**src/hdl/dma_status_pkg.sv**
```systemverilog
// Purpose: Shared constants for the DMA channel status bank
// Assumes: APB with 32-bit data, byte addresses, word-aligned registers
// Notes: Per-channel fields sit at fixed bit positions
package dma_status_pkg;

    localparam int MAX_CHANNELS = 8;
    localparam int ADDR_WIDTH = 12;
    localparam int DATA_WIDTH = 32;

    // ==========================================================
    // Register byte offsets
    localparam logic [11:0] OFF_IRQ_STATUS = 12'h00C;
    localparam logic [11:0] OFF_IRQ_CLEAR = 12'h010;
    localparam logic [11:0] OFF_TC_STATUS = 12'h014;
    localparam logic [11:0] OFF_FAULT_ABORT = 12'h018;
    localparam logic [11:0] OFF_CHAN_ON = 12'h01C;
    localparam logic [11:0] OFF_CHAN_ACTIVE = 12'h020;
    localparam logic [11:0] OFF_IRQ_MASK = 12'h040;
    localparam logic [11:0] OFF_TC_CLEAR = 12'h044;

    // ==========================================================
    // Field positions
    localparam int FAULT_LSB = 0;
    localparam int ABORT_LSB = 16;
    localparam int WORD_LSB = 2;

    // ==========================================================
    // Reset values
    localparam logic [7:0] FLAGS_RESET = 8'h00;
    localparam logic [31:0] WORD_RESET = 32'h00000000;
    localparam logic [7:0] MASK_RESET = 8'h00;

endpackage

```
**src/hdl/flag_bank_if.sv**
```systemverilog
// Purpose: Carrier between the status bank top and its flag banks
// Assumes: One clock domain
// Notes: One instance per event kind
`timescale 1ns/1ps
interface flag_bank_if #(parameter int CHANNELS = 8);
    logic [CHANNELS-1:0] set;
    logic [CHANNELS-1:0] clear;
    logic [CHANNELS-1:0] mask;
    logic [CHANNELS-1:0] flag;
    logic [CHANNELS-1:0] pending;

    modport bank (input set, input clear, input mask, output flag, output pending);
    modport user (output set, output clear, output mask, input flag, input pending);
endinterface

```
**src/hdl/channel_flag_bank.sv**
```systemverilog
// Purpose: Sticky per-channel event flags with masked pending view
// Assumes: Set and clear are one-cycle, same-clock strobes
// Notes: Set wins over a clear in the same cycle
`timescale 1ns/1ps
module channel_flag_bank
    import dma_status_pkg::*;
#(
    parameter int CHANNELS = MAX_CHANNELS
) (
    input wire logic pclk, // Bus clock
    input wire logic presetn, // Async reset, active low
    flag_bank_if.bank bank // Set, clear, mask, flags
);

    // ==========================================================
    // Sticky flags
    always_ff @(posedge pclk or negedge presetn) begin
        if (!presetn) begin
            bank.flag <= CHANNELS'(FLAGS_RESET);
        end else begin
            bank.flag <= (bank.flag & ~bank.clear) | bank.set;
        end
    end

    // Mask hides pending status only
    assign bank.pending = bank.flag & ~bank.mask;

endmodule

```
**src/hdl/dma_channel_status_bank.sv**
```systemverilog
// Purpose: Status register group of an eight-channel DMA controller
// Assumes: Event and control inputs come from logic on pclk
// Notes: Zero-wait APB slave; unmapped addresses answer pslverr
//
// Behaviour
// - Terminal-count flag sets only while its mask is clear; reads zero when masked.
// - Terminal-count status at 0x014, bits 7..0 per channel, read only.
// - Bus error response stops the transfer and sets the channel fault flag.
// - Unmasked fault sets masked fault bit, raises fault and combined interrupt.
// - Abort control bit stops the transfer and sets the channel abort flag.
// - Unmasked abort sets masked abort bit and raises only combined interrupt.
// - Fault/abort status at 0x018: abort bits 23..16, fault bits 7..0.
// - Bits 31..24 and 15..8 read zero, plus unbuilt channel bits.
// - Channel-on status at 0x01C mirrors each channel's enable bit.
// - Channel-active status at 0x020 mirrors each channel's busy bit.
// - Unbuilt channel bits read zero; all status bits reset to zero. Channel-on and channel-active bits are not reset; they mirror their inputs.
// - Writing one to clear bits 7..0 clears fault flag and masked bit.
// - Writing one to clear bits 23..16 clears abort flag and masked bit.
// - Fault interrupt high while any masked fault bit is set.
//
// Added by the designer: register access over APB.
`timescale 1ns/1ps
module dma_channel_status_bank
    import dma_status_pkg::*;
#(
    parameter int CHANNELS = MAX_CHANNELS
) (
    input wire logic pclk, // Bus clock, 40 MHz
    input wire logic presetn, // Async reset, active low
    input wire logic psel, // APB select
    input wire logic penable, // APB access phase
    input wire logic pwrite, // APB write when high
    input wire logic [ADDR_WIDTH-1:0] paddr, // APB byte address
    input wire logic [DATA_WIDTH-1:0] pwdata, // APB write data
    output logic [DATA_WIDTH-1:0] prdata, // APB read data, registered
    output logic pready, // APB ready
    output logic pslverr, // APB error, unmapped address
    input wire logic [CHANNELS-1:0] terminal_count_event, // Terminal count pulse per channel
    input wire logic [CHANNELS-1:0] terminal_count_mask, // Terminal-count mask per channel
    input wire logic [CHANNELS-1:0] bus_error_event, // Bus error during transfer
    input wire logic [CHANNELS-1:0] abort_request, // Abort control bit per channel
    input wire logic [CHANNELS-1:0] channel_on_bit, // Channel enable bits
    input wire logic [CHANNELS-1:0] channel_active_bit, // Channel busy bits
    output logic [CHANNELS-1:0] stop_transfer, // Stop strobe per channel, registered
    output logic fault_irq, // Fault interrupt, level
    output logic dma_irq // Combined interrupt, level
);

    // ==========================================================
    // Helpers
    function automatic logic hits(input logic [ADDR_WIDTH-1:0] addr, input logic [11:0] off);
        hits = (addr[ADDR_WIDTH-1:WORD_LSB] == off[ADDR_WIDTH-1:WORD_LSB]);
    endfunction

    function automatic logic [DATA_WIDTH-1:0] low_field(input logic [CHANNELS-1:0] bits);
        logic [DATA_WIDTH-1:0] w;
        w = WORD_RESET;
        w[FAULT_LSB +: CHANNELS] = bits;
        low_field = w;
    endfunction

    function automatic logic [DATA_WIDTH-1:0] pair_field(input logic [CHANNELS-1:0] hi,
                                                         input logic [CHANNELS-1:0] lo);
        logic [DATA_WIDTH-1:0] w;
        w = WORD_RESET;
        w[ABORT_LSB +: CHANNELS] = hi;
        w[FAULT_LSB +: CHANNELS] = lo;
        pair_field = w;
    endfunction

    // ==========================================================
    // Bus phase decode
    logic setup_phase;
    logic write_access;
    logic mapped;
    logic sel_irq_clear;
    logic sel_irq_mask;
    logic sel_tc_clear;

    assign setup_phase = psel && !penable;
    assign write_access = psel && penable && pwrite;

    always_comb begin
        mapped = 1'b1;
        sel_irq_clear = 1'b0;
        sel_irq_mask = 1'b0;
        sel_tc_clear = 1'b0;
        if (hits(paddr, OFF_IRQ_CLEAR)) begin
            sel_irq_clear = 1'b1;
        end else if (hits(paddr, OFF_IRQ_MASK)) begin
            sel_irq_mask = 1'b1;
        end else if (hits(paddr, OFF_TC_CLEAR)) begin
            sel_tc_clear = 1'b1;
        end else if (hits(paddr, OFF_IRQ_STATUS) || hits(paddr, OFF_TC_STATUS) ||
                     hits(paddr, OFF_FAULT_ABORT) || hits(paddr, OFF_CHAN_ON) ||
                     hits(paddr, OFF_CHAN_ACTIVE)) begin
            mapped = 1'b1;
        end else begin
            mapped = 1'b0;
        end
    end

    assign pready = 1'b1;
    assign pslverr = psel && penable && !mapped;

    // ==========================================================
    // Interrupt mask register
    logic [CHANNELS-1:0] fault_irq_mask;
    logic [CHANNELS-1:0] abort_irq_mask;

    always_ff @(posedge pclk or negedge presetn) begin
        if (!presetn) begin
            fault_irq_mask <= CHANNELS'(MASK_RESET);
            abort_irq_mask <= CHANNELS'(MASK_RESET);
        end else if (write_access && sel_irq_mask) begin
            fault_irq_mask <= pwdata[FAULT_LSB +: CHANNELS];
            abort_irq_mask <= pwdata[ABORT_LSB +: CHANNELS];
        end
    end

    // ==========================================================
    // Flag banks
    flag_bank_if #(.CHANNELS(CHANNELS)) tc_if ();
    flag_bank_if #(.CHANNELS(CHANNELS)) fault_if ();
    flag_bank_if #(.CHANNELS(CHANNELS)) abort_if ();

    assign tc_if.set = terminal_count_event & ~terminal_count_mask;
    assign tc_if.clear = (write_access && sel_tc_clear) ? pwdata[FAULT_LSB +: CHANNELS] : '0;
    assign tc_if.mask = terminal_count_mask;

    assign fault_if.set = bus_error_event;
    assign fault_if.clear = (write_access && sel_irq_clear) ? pwdata[FAULT_LSB +: CHANNELS] : '0;
    assign fault_if.mask = fault_irq_mask;

    assign abort_if.set = abort_request;
    assign abort_if.clear = (write_access && sel_irq_clear) ? pwdata[ABORT_LSB +: CHANNELS] : '0;
    assign abort_if.mask = abort_irq_mask;

    channel_flag_bank #(.CHANNELS(CHANNELS)) tc_bank (
        .pclk(pclk),
        .presetn(presetn),
        .bank(tc_if)
    );

    channel_flag_bank #(.CHANNELS(CHANNELS)) fault_bank (
        .pclk(pclk),
        .presetn(presetn),
        .bank(fault_if)
    );

    channel_flag_bank #(.CHANNELS(CHANNELS)) abort_bank (
        .pclk(pclk),
        .presetn(presetn),
        .bank(abort_if)
    );

    // ==========================================================
    // Transfer stop strobe
    always_ff @(posedge pclk or negedge presetn) begin
        if (!presetn) begin
            stop_transfer <= CHANNELS'(FLAGS_RESET);
        end else begin
            stop_transfer <= bus_error_event | abort_request;
        end
    end

    // ==========================================================
    // Interrupt outputs
    // fault interrupt level
    assign fault_irq = |fault_if.pending;
    assign dma_irq = |fault_if.pending || |abort_if.pending || |tc_if.pending;

    // ==========================================================
    // Read data
    logic [DATA_WIDTH-1:0] next_prdata;

    always_comb begin
        next_prdata = WORD_RESET;
        if (hits(paddr, OFF_IRQ_STATUS)) begin
            next_prdata = pair_field(abort_if.pending, fault_if.pending);
        end else if (hits(paddr, OFF_TC_STATUS)) begin
            next_prdata = low_field(tc_if.pending);
        end else if (hits(paddr, OFF_FAULT_ABORT)) begin
            next_prdata = pair_field(abort_if.flag, fault_if.flag);
        end else if (hits(paddr, OFF_CHAN_ON)) begin
            next_prdata = low_field(channel_on_bit);
        end else if (hits(paddr, OFF_CHAN_ACTIVE)) begin
            next_prdata = low_field(channel_active_bit);
        end else if (hits(paddr, OFF_IRQ_MASK)) begin
            next_prdata = pair_field(abort_irq_mask, fault_irq_mask);
        end
    end

    always_ff @(posedge pclk or negedge presetn) begin
        if (!presetn) begin
            prdata <= WORD_RESET;
        end else if (setup_phase && !pwrite) begin
            prdata <= next_prdata;
        end
    end

endmodule

```
**config.mk**
```make
export PLATFORM = sky130hd
export DESIGN_NAME = dma_channel_status_bank
export DESIGN_NICKNAME = d
export VERILOG_FILES = /design/src/hdl/dma_status_pkg.sv /design/src/hdl/flag_bank_if.sv /design/src/hdl/channel_flag_bank.sv /design/src/hdl/dma_channel_status_bank.sv
export SDC_FILE = /design/constraint.sdc
export NUM_CORES = 1
export LEC_CHECK = 0
export BUFFER_PORTS_ARGS = -buffer_cell sky130_fd_sc_hd__buf_2
export CAP_MARGIN = 30
export CORE_ASPECT_RATIO = 0.7
export CORE_MARGIN = 5
export CORE_UTILIZATION = 53
export DETAILED_ROUTE_END_ITERATION = 6
export GPL_TIMING_DRIVEN = 1
export MAX_ROUTING_LAYER = met4
export PLACE_DENSITY = 0.85
export SLEW_MARGIN = 40
export SYNTH_ARGS = -nofsm -noshare
export SYNTH_HDL_FRONTEND = slang
export SYNTH_SLANG_ARGS = --single-unit
```
**constraint.sdc**
```tcl
create_clock -name pclk -period 6 [get_ports pclk]
set_input_delay 1.5 -clock pclk [delete_from_list [all_inputs] [get_ports pclk]]
set_output_delay 1.5 -clock pclk [all_outputs]
set_load 0.01 [all_outputs]
```
Word level (Yosys, flattened, before mapping)
Index checks and enable logic that the tools add are counted.
{"block": "totals", "latchBits": 0, "memories": 0, "ff_bits": 80, "ram_bits": 0, "out_inout_bits": 44, "rom_bits": 0, "in_bits": 97}
{"block": "classes", "bitwise": 17, "shifts": 0, "eq_ne": 8, "muxes": 19, "order_cmp": 0, "n_addsub": 0, "reduce_logical": 20, "multipliers": 0, "n_div": 0}
{"operator": "24-bit 2-to-1 mux", "count": 6}
{"operator": "8-bit AND", "count": 7}
{"operator": "8-bit NOT", "count": 6}
{"operator": "10-bit by 3-bit == test with 1-bit output (second input constant)", "count": 4}
{"operator": "8-bit bitwise OR", "count": 4}
{"operator": "8-bit 2-to-1 mux", "count": 3}
{"operator": "8-bit OR reduction", "count": 3}
{"operator": "10-bit by 5-bit == test with 1-bit output (second input constant)", "count": 2}
{"operator": "10-bit by 2-bit == test with 1-bit output (second input constant)", "count": 1}
{"operator": "10-bit by 4-bit == test with 1-bit output (second input constant)", "count": 1}
{"operator": "1-bit 2-to-1 mux", "count": 10}
{"operator": "1-bit logical AND", "count": 8}
{"operator": "1-bit logical OR", "count": 6}
{"operator": "1-bit logical NOT", "count": 3}

Logic depth before layout (Yosys ltp)
Gate-level depths: netlist of the first run.
{"block": "logic_depth", "word_depth": 11, "depth_mapped": 7, "ltp_nobuf": 4}

Modules after synthesis
A second synthesis of the first run with hierarchy kept.
{"block": "hier_totals", "cells_unflattened": 379, "area_unflattened_um2": 3669.8}
{"mod": "dma_channel_status_bank", "cells_per_inst": 283, "instances": 1, "area_each_um2": 2648.8}
{"mod": "channel_flag_bank", "cells_per_inst": 32, "instances": 3, "area_each_um2": 340.3}

Worst setup path before layout of the first run
No wires, ideal clock.
{"block": "synth_timing", "path_kind": "input-to-output", "from": "input port paddr[5]", "to": "output port pslverr", "path_buffers": 2, "path_slack_ns": 1.571, "arrival_ns": 2.929, "required_time_ns": 4.500, "stages": 5, "cell_sequence": "clkbuf_1 nor4_1 nand3_1 clkbuf_1 and4_1"}
{"block": "synth_between", "elab_chain_len": 11}
{"element": "start: declaration", "line": "dma_channel_status_bank.sv:33", "rtl": "input wire logic [ADDR_WIDTH-1:0] paddr,"}
{"element": "10-bit by 2-bit == test with 1-bit output or 10-bit by 3-bit == test with 1-bit output (tied branches)", "line": "dma_channel_status_bank.sv:52", "rtl": "hits = (addr[ADDR_WIDTH-1:WORD_LSB] == off[ADDR_WIDTH-1:WORD_LSB]);"}
{"element": "1-bit logical OR (2 in series)", "line": "dma_channel_status_bank.sv:94", "rtl": "end else if (hits(paddr, OFF_IRQ_STATUS) || hits(paddr, OFF_TC_STATUS) ||"}
{"element": "1-bit logical OR (2 in series)", "line": "dma_channel_status_bank.sv:95", "rtl": "hits(paddr, OFF_FAULT_ABORT) || hits(paddr, OFF_CHAN_ON) ||"}
{"element": "1-bit 2-to-1 mux", "line": "dma_channel_status_bank.sv:94"}
{"element": "1-bit 2-to-1 mux", "line": "dma_channel_status_bank.sv:92", "rtl": "end else if (hits(paddr, OFF_TC_CLEAR)) begin"}
{"element": "1-bit 2-to-1 mux", "line": "dma_channel_status_bank.sv:90", "rtl": "end else if (hits(paddr, OFF_IRQ_MASK)) begin"}
{"element": "1-bit 2-to-1 mux *", "line": "dma_channel_status_bank.sv:88", "rtl": "if (hits(paddr, OFF_IRQ_CLEAR)) begin"}
{"element": "1-bit logical NOT *", "line": "dma_channel_status_bank.sv:104", "rtl": "assign pslverr = psel && penable && !mapped;"}
{"element": "1-bit logical AND *", "line": "dma_channel_status_bank.sv:104"}
{"element": "end: declaration", "line": "dma_channel_status_bank.sv:37", "rtl": "output logic pslverr,"}
Every way passes the cells marked *; elsewhere a longest branch is shown, timed or not.

Worst setup path in the final report of the first run
{"block": "layout_timing", "from": "input port paddr[6]", "to": "output port pslverr"}
The elaborated chain is that of the path after synthesis.

==> impl_metrics.json, run 1 <==
{
  "syn2layout_area_growth_pct": 20.9,
  "final_common_cell": "buf_2",
  "port_buffers": 105,
  "die_w_um": 110,
  "num_vias": 3408,
  "end_kind": "output pin",
  "wl_per_cell_um": 18.4,
  "worstHoldPathCells": 2,
  "synth_flop_cell": "dfrtp_1",
  "clk_latency_ns": 0.36,
  "ir_worst_vdd_uv": 111,
  "status": "complete, no violations",
  "synth_area_leaders": "dfrtp_1 43%, nand2_1 5.1%, mux2_4 4.1%",
  "whs_ns": 0.499,
  "cts_root_buffer": "clkbuf_8",
  "holdCritStartpoint": "prdata[1]",
  "tns_ns": 0,
  "period_minus_slack_ns": 4.50,
  "gp_congestion": 0.919,
  "drt-initial-drc-count": 243,
  "antenna_found_initial": 0,
  "slew_viol_final": 0,
  "grtUsageTotal_pct": 26.6,
  "r2r_slack_ns": 4.69,
  "grt_max_degree": 65,
  "powerDensity_nw_per_um2": 226,
  "required_ns": 4.50,
  "grt_pass1_wl_um": 17100,
  "reg2reg_to": "prdata[4]",
  "post_cts_buffers": 0,
  "finalSetupViolCount": 0,
  "ant_nets": 0,
  "yosysTopAreaCellShare_pct": 43.3,
  "cts-hold-fix-buffers": 0,
  "rsz0062_at_grt": "no",
  "crit_type": "in2out",
  "ios": 141,
  "cts_buffer_depth": 2,
  "cp_data_arrival_time_ns": 3.00,
  "cts_buffers": 9,
  "path_cells": "buf_2 -> or4_2 -> nor2_1 -> a22oi_1 -> and4_1 -> buf_2",
  "synth-edff-count": 0,
  "nFillCells": 600,
  "fin_worst_skew_ns": 0.00725,
  "dp_hpwl_um": 8080,
  "synth_warnings": 0,
  "h-tree-depth": 3,
  "layout_common_cells": "105 x buf_2, 64 x dfrtp_1, 50 x nand2_1, 24 x inv_1, 17 x conb_1",
  "syn_area_per_cell_um2": 9.56,
  "yosysTopAreaCell": "dfrtp_1",
  "async_flop_share_pct": 100,
  "drc_errors": 0,
  "floorplan.die.height_um": 79.9,
  "drive_above_1_share_pct": 33.3,
  "path_clk_slew_ns": 0.08,
  "finalHoldViolCount": 0,
  "start_kind": "input port",
  "cts_resized": 0,
  "viasPerCell": 5.81,
  "hold_end": "prdata[1]",
  "cts_tree": "built",
  "fin_crit_sh_pct": 75.1,
  "critPathLaunch": "paddr[6]",
  "layout.nets": 585,
  "ys_seq_elements": 64,
  "gr-total-overflow": 0,
  "die_area_um2": 8780,
  "slowest_delay_ns": 0.76,
  "synth_cells": 387,
  "worstMarginPinSlew_ns": 0.756,
  "leakage_nw": 2.03,
  "cts_sinks": 64,
  "row_count": 25,
  "r2r_start": "fault_if.mask[4]",
  "cp_common_cell": "buf_2",
  "initial_utilization_pct": 54.5,
  "yosysSeqAreaShare_pct": 43.3,
  "drt_wl_total_um": 10800,
  "r2r_cells": 4,
  "first_global_vias": 3323,
  "cp_slowest_cell": "or4_2",
  "core_area_um2": 6790,
  "final_core_util_pct": 65.9,
  "slew-limit-headroom_pct": 49.2,
  "diodes": 0,
  "cp_max_fo": 18,
  "ys_types": 55,
  "netlist_area_um2": 3700,
  "drv_cap": 0,
  "hold_path_class": "reg2reg",
  "first_pass_iters": 5,
  "fmax_mhz": 222
}
worst max-delay path by stage:
stage	slack (ns)	end
6_report	1.50	pslverr
4_1_cts	1.49	pslverr
3_3_place_gp	1.49	pslverr
5_1_grt	1.37	pslverr
3_5_place_dp	1.49	pslverr
2_1_floorplan	1.57	pslverr
flip-flops by register name (all words and copies together), names as in the netlist:
signal and count:
fault_bank.bank.flag 8, prdata 16, stop_transfer 8, fault_if.mask 8
tc_bank.bank.flag 8, abort_if.mask 8, abort_bank.bank.flag 8
per-stage QoR:
step           std cells  power [mW]  area [um2]  setup slack (ns)
2_1_floorplan        402       0.496        3760              1.57
3_3_place_gp         570       0.541        4210              1.49
3_5_place_dp         571       0.543        4220              1.49
4_1_cts              587        1.02        4470              1.49
5_1_grt              587        1.05        4470              1.37
6_report             587        1.01        4470              1.50
worst max-delay path: cells and delay by family:
kind,cells,cell delay (ns)
simple gates,3,1.07
buf+inv,2,0.34
compound gates,1,0.09
cells by family (layout without fill, tap and decap cells):
family / count (synthesis) / after routing / synth area share, %
AND/OR/NAND/NOR: 143 / 143 / 21.8
AO/OA/AOI/OAI: 99 / 99 / 19.4
flip-flops: 64 / 64 / 43.3
buffers and inverters: 60 / 151 / 8.62
multiplexers: 18 / 18 / 6.42
other: 2 / 17 / 0.203
XOR/XNOR: 1 / 1 / 0.237
final cells by class:
class / count / area (um2) / share of cell area, %
clock buffer: 9 / 124 / 2.77
clock inverter: 7 / 125 / 2.80
inverter: 24 / 90.1 / 2.01
tap: 94 / 118 / 2.63
multi-input combinational: 278 / 1840 / 41.2
timing repair buffer: 111 / 574 / 12.8
sequential: 64 / 1600 / 35.8
metal layers:
metal	global-route usage [%]	part of all wire [%]	vias to the layer above
met5	-	0	-
met4	7.60	1.2	0
met3	5.25	10	17
met2	37.8	44	194
met1	38.5	45	1637
li1	-	-	1560
power breakdown:
group	internal, mW	total [mW]	switching, mW
clock network	0.281	0.476	0.195
logic	0.0384	0.100	0.0617
registers	0.435	0.436	0.00147
total	0.754	1.01	0.259
cell usage after synthesis, types with 2 or more instances:
| cell | number |
|---|---|
| a2111oi_0 | 2 |
| a21o_1 | 14 |
| a21oi_1 | 12 |
| a221oi_1 | 2 |
| a22o_1 | 8 |
| a22oi_1 | 3 |
| a2bb2oi_1 | 10 |
| a32oi_1 | 3 |
| and3b_1 | 2 |
| buf_2 | 3 |
| buf_4 | 17 |
| clkbuf_1 | 12 |
| clkbuf_2 | 2 |
| conb_1 | 2 |
| dfrtp_1 | 64 |
| inv_1 | 24 |
| mux2_2 | 6 |
| mux2_4 | 10 |
| mux2i_1 | 2 |
| nand2_1 | 50 |
| nand2b_1 | 12 |
| nand3_1 | 12 |
| nand3b_1 | 7 |
| nand4_1 | 7 |
| nand4b_1 | 2 |
| nor2_1 | 6 |
| nor2b_1 | 8 |
| nor3_1 | 3 |
| nor4_1 | 5 |
| nor4b_1 | 2 |
| o211a_1 | 2 |
| o211ai_1 | 9 |
| o21a_1 | 8 |
| o21ai_0 | 11 |
| o221ai_1 | 2 |
| o22ai_1 | 8 |
| o311ai_1 | 3 |
| o31ai_1 | 2 |
| or2_2 | 13 |
| or3_1 | 2 |
Note: power is estimated with default switching activity, not from simulation.
==> run 2: changes to the inputs <==
--- a/config.mk
+++ b/config.mk
@@ -5,15 +5,16 @@
 export SDC_FILE = /design/constraint.sdc
 export NUM_CORES = 1
 export LEC_CHECK = 0
+export ABC_AREA = 1
 export BUFFER_PORTS_ARGS = -buffer_cell sky130_fd_sc_hd__buf_2
 export CAP_MARGIN = 30
 export CORE_ASPECT_RATIO = 0.7
 export CORE_MARGIN = 5
-export CORE_UTILIZATION = 53
+export CORE_UTILIZATION = 49
 export DETAILED_ROUTE_END_ITERATION = 6
 export GPL_TIMING_DRIVEN = 1
 export MAX_ROUTING_LAYER = met4
-export PLACE_DENSITY = 0.85
+export PLACE_DENSITY = 0.8
 export SLEW_MARGIN = 40
 export SYNTH_ARGS = -nofsm -noshare
 export SYNTH_HDL_FRONTEND = slang
==> constraint.sdc (replaced) <==
create_clock -name pclk -period 4.7 [get_ports pclk]
set_input_delay 1.175 -clock pclk [delete_from_list [all_inputs] [get_ports pclk]]
set_output_delay 1.175 -clock pclk [all_outputs]
set_load 0.01 [all_outputs]
==> impl_metrics.json, run 2 <==
{
  "syn2layout_area_growth_pct": 21.5,
  "final_common_cell": "nand2_1",
  "rsz0062_at_grt": "no",
  "slew_viol_final": 0,
  "netlist_area_um2": 3640,
  "p_sw_mw": 0.337,
  "cts_root_buffer": "clkbuf_8",
  "grt_pass1_wl_um": 16500,
  "cts_sinks": 64,
  "finalSetupViolCount": 0,
  "final_area_um2": 4420,
  "worstMarginPinSlew_ns": 0.614,
  "hold_end": "prdata[3]",
  "whs_ns": 0.488,
  "ys_seq_elements": 64,
  "nFillCells": 674,
  "h-tree-depth": 3,
  "yosysTopAreaCellShare_pct": 44.0,
  "yosysSeqAreaShare_pct": 44.0,
  "start_kind": "input port",
  "worstHoldPathCells": 2,
  "hold_path_class": "reg2reg",
  "reg2reg_to": "prdata[2]",
  "ir_worst_vdd_uv": 186,
  "synth-edff-count": 0,
  "largest-register": "prdata",
  "grtUsageTotal_pct": 23.7,
  "cp_data_arrival_time_ns": 2.44,
  "layout.nets": 693,
  "end_kind": "output pin",
  "cts_tree": "built",
  "slew-limit-headroom_pct": 59.0,
  "drive_above_1_share_pct": 24.8,
  "synth_cells": 489,
  "viasPerCell": 4.98,
  "floorplan.die.height_um": 82.1,
  "cp_max_fo": 8,
  "fin_worst_skew_ns": 0.00697,
  "finalHoldViolCount": 0,
  "r2r_slack_ns": 3.54,
  "yosysTopAreaCell": "dfrtp_1",
  "tns_ns": 0,
  "antenna_found_initial": 0,
  "wl_per_cell_um": 15.1,
  "p_int_mw": 0.929,
  "synth_flop_cell": "dfrtp_1",
  "synth_area_leaders": "dfrtp_1 44%, nand2_1 11%, inv_1 9.7%",
  "dp_hpwl_um": 8220,
  "period_minus_slack_ns": 3.62,
  "powerDensity_nw_per_um2": 286,
  "die_area_um2": 9280,
  "post_cts_buffers": 0,
  "fmax_mhz": 276,
  "first_pass_iters": 5,
  "r2r_start": "fault_if.mask[2]",
  "grt_max_degree": 43,
  "largest_reg_flops": 16,
  "register_area_um2": 1600,
  "ios": 141,
  "crit_type": "in2out",
  "sw_frac_of_total_pct": 26.6,
  "p_seq_share_pct": 45.2,
  "num_vias": 3478,
  "cts-hold-fix-buffers": 0,
  "drc_errors": 0,
  "cts_buffers": 9,
  "path_clk_slew_ns": 0.07,
  "drv_cap": 0,
  "yosysMostFrequentCell": "nand2_1",
  "cts_resized": 0,
  "ys_types": 33,
  "first_global_vias": 3272,
  "die_w_um": 113,
  "gp_congestion": 0.938,
  "status": "complete, no violations",
  "initial_utilization_pct": 50.2,
  "synth_warnings": 0,
  "diodes": 0,
  "async_flop_share_pct": 100,
  "power_frac_comb_pct": 11.6,
  "gr-total-overflow": 0,
  "layout_common_cells": "111 x nand2_1, 104 x buf_2, 94 x inv_1, 64 x dfrtp_1, 32 x o21ai_0",
  "required_ns": 3.52,
  "cts_buffer_depth": 2,
  "r2r_cells": 6,
  "multi_input_area_um2": 1560,
  "syn_area_per_cell_um2": 7.44,
  "port_buffers": 105,
  "pwr-share-clk_pct": 43.2,
  "holdCritStartpoint": "prdata[3]",
  "drt_wl_total_um": 10600,
  "fin_crit_sh_pct": 77.0,
  "clk_latency_ns": 0.35,
  "row_count": 26,
  "drt-initial-drc-count": 249,
  "ant_nets": 0,
  "core_area_um2": 7250,
  "ys_top_cells_by_count": "111 x nand2_1, 94 x inv_1, 64 x dfrtp_1",
  "leakage_nw": 2.48,
  "place_area_um2": 4190
}
==> run 2: cell count changes after synthesis, moves of 12 or more <==
cell / previous run / this run
inv_1: 24 / 94
nand2_1: 50 / 111
nor2_1: 6 / 29
o21ai_1: 0 / 23
o21ai_0: 11 / 32
nand3_1: 12 / 30
a21o_1: 14 / 0
nand2b_1: 12 / 0
==> run 2: how the worst max path moves through the flow <==
| stage | depth (start not counted) | endpoint | slack [ns] | start |
|---|---|---|---|---|
| after floorplan | 7 | pslverr | 1.42 | paddr[7] |
| after global placement | 9 | pslverr | 1.08 | paddr[4] |
| after detailed placement | 9 | pslverr | 1.12 | paddr[4] |
| after CTS | 9 | pslverr | 1.11 | paddr[4] |
| after global routing | 9 | pslverr | 1.01 | paddr[4] |
| final | 9 | pslverr | 1.08 | paddr[4] |
==> run 2: worst max-delay path: stages <==
cell and delay [ns]:
buf_2 0.13, nor2_1 0.09, nand2_1 0.09, inv_1 0.07, nand3_1 0.17, inv_2 0.11
or2_1 0.23, nor3_1 0.21, buf_2 0.17
==> run 2: power groups by stage <==
| stage | clock [mW] | sequential [mW] | combinational, mW |
|---|---|---|---|
| 2_1_floorplan | 0 | 0.590 | 0.0707 |
| 3_3_place_gp | 0 | 0.582 | 0.144 |
| 3_5_place_dp | 0 | 0.583 | 0.146 |
| 4_1_cts | 0.554 | 0.572 | 0.146 |
| 5_1_grt | 0.571 | 0.574 | 0.164 |
| 6_report | 0.547 | 0.572 | 0.147 |
==> run 2: metal layers <==
metal,GRT usage (%),up-vias,wire length (um)
li1,-,1726,-
met1,35.0,1562,5220
met2,32.6,176,4200
met3,5.17,14,1010
met4,6.72,0,149
met5,-,-,0
==> run 2: cell families after synthesis <==
family,Yosys count,share of synthesized area (%)
compound gates,79,11.6
buf+inv,124,14.9
flops,64,44.0
other cells,2,0.206
simple gates,220,29.3
==> run 2: through the flow <==
| stage | utilization (%) | cells | worst slack (ns) | total power, mW |
|---|---|---|---|---|
| floorplan | - | 504 | 1.42 | 0.661 |
| global placement | 57.7 | 683 | 1.08 | 0.726 |
| detailed placement | 57.7 | 683 | 1.12 | 0.729 |
| CTS | 60.8 | 699 | 1.11 | 1.27 |
| global route | 60.9 | 699 | 1.01 | 1.31 |
| finish | 60.9 | 699 | 1.08 | 1.27 |
==> run 2: layout make-up <==
| type | count | area share [%] |
|---|---|---|
| flip-flops and latches | 64 | 36.2 |
| clock inverters | 7 | 2.35 |
| repair buffers | 107 | 12.3 |
| inverters | 98 | 8.32 |
| well taps | 98 | 2.77 |
| clock buffers | 9 | 2.80 |
| multi-input cells | 316 | 35.2 |
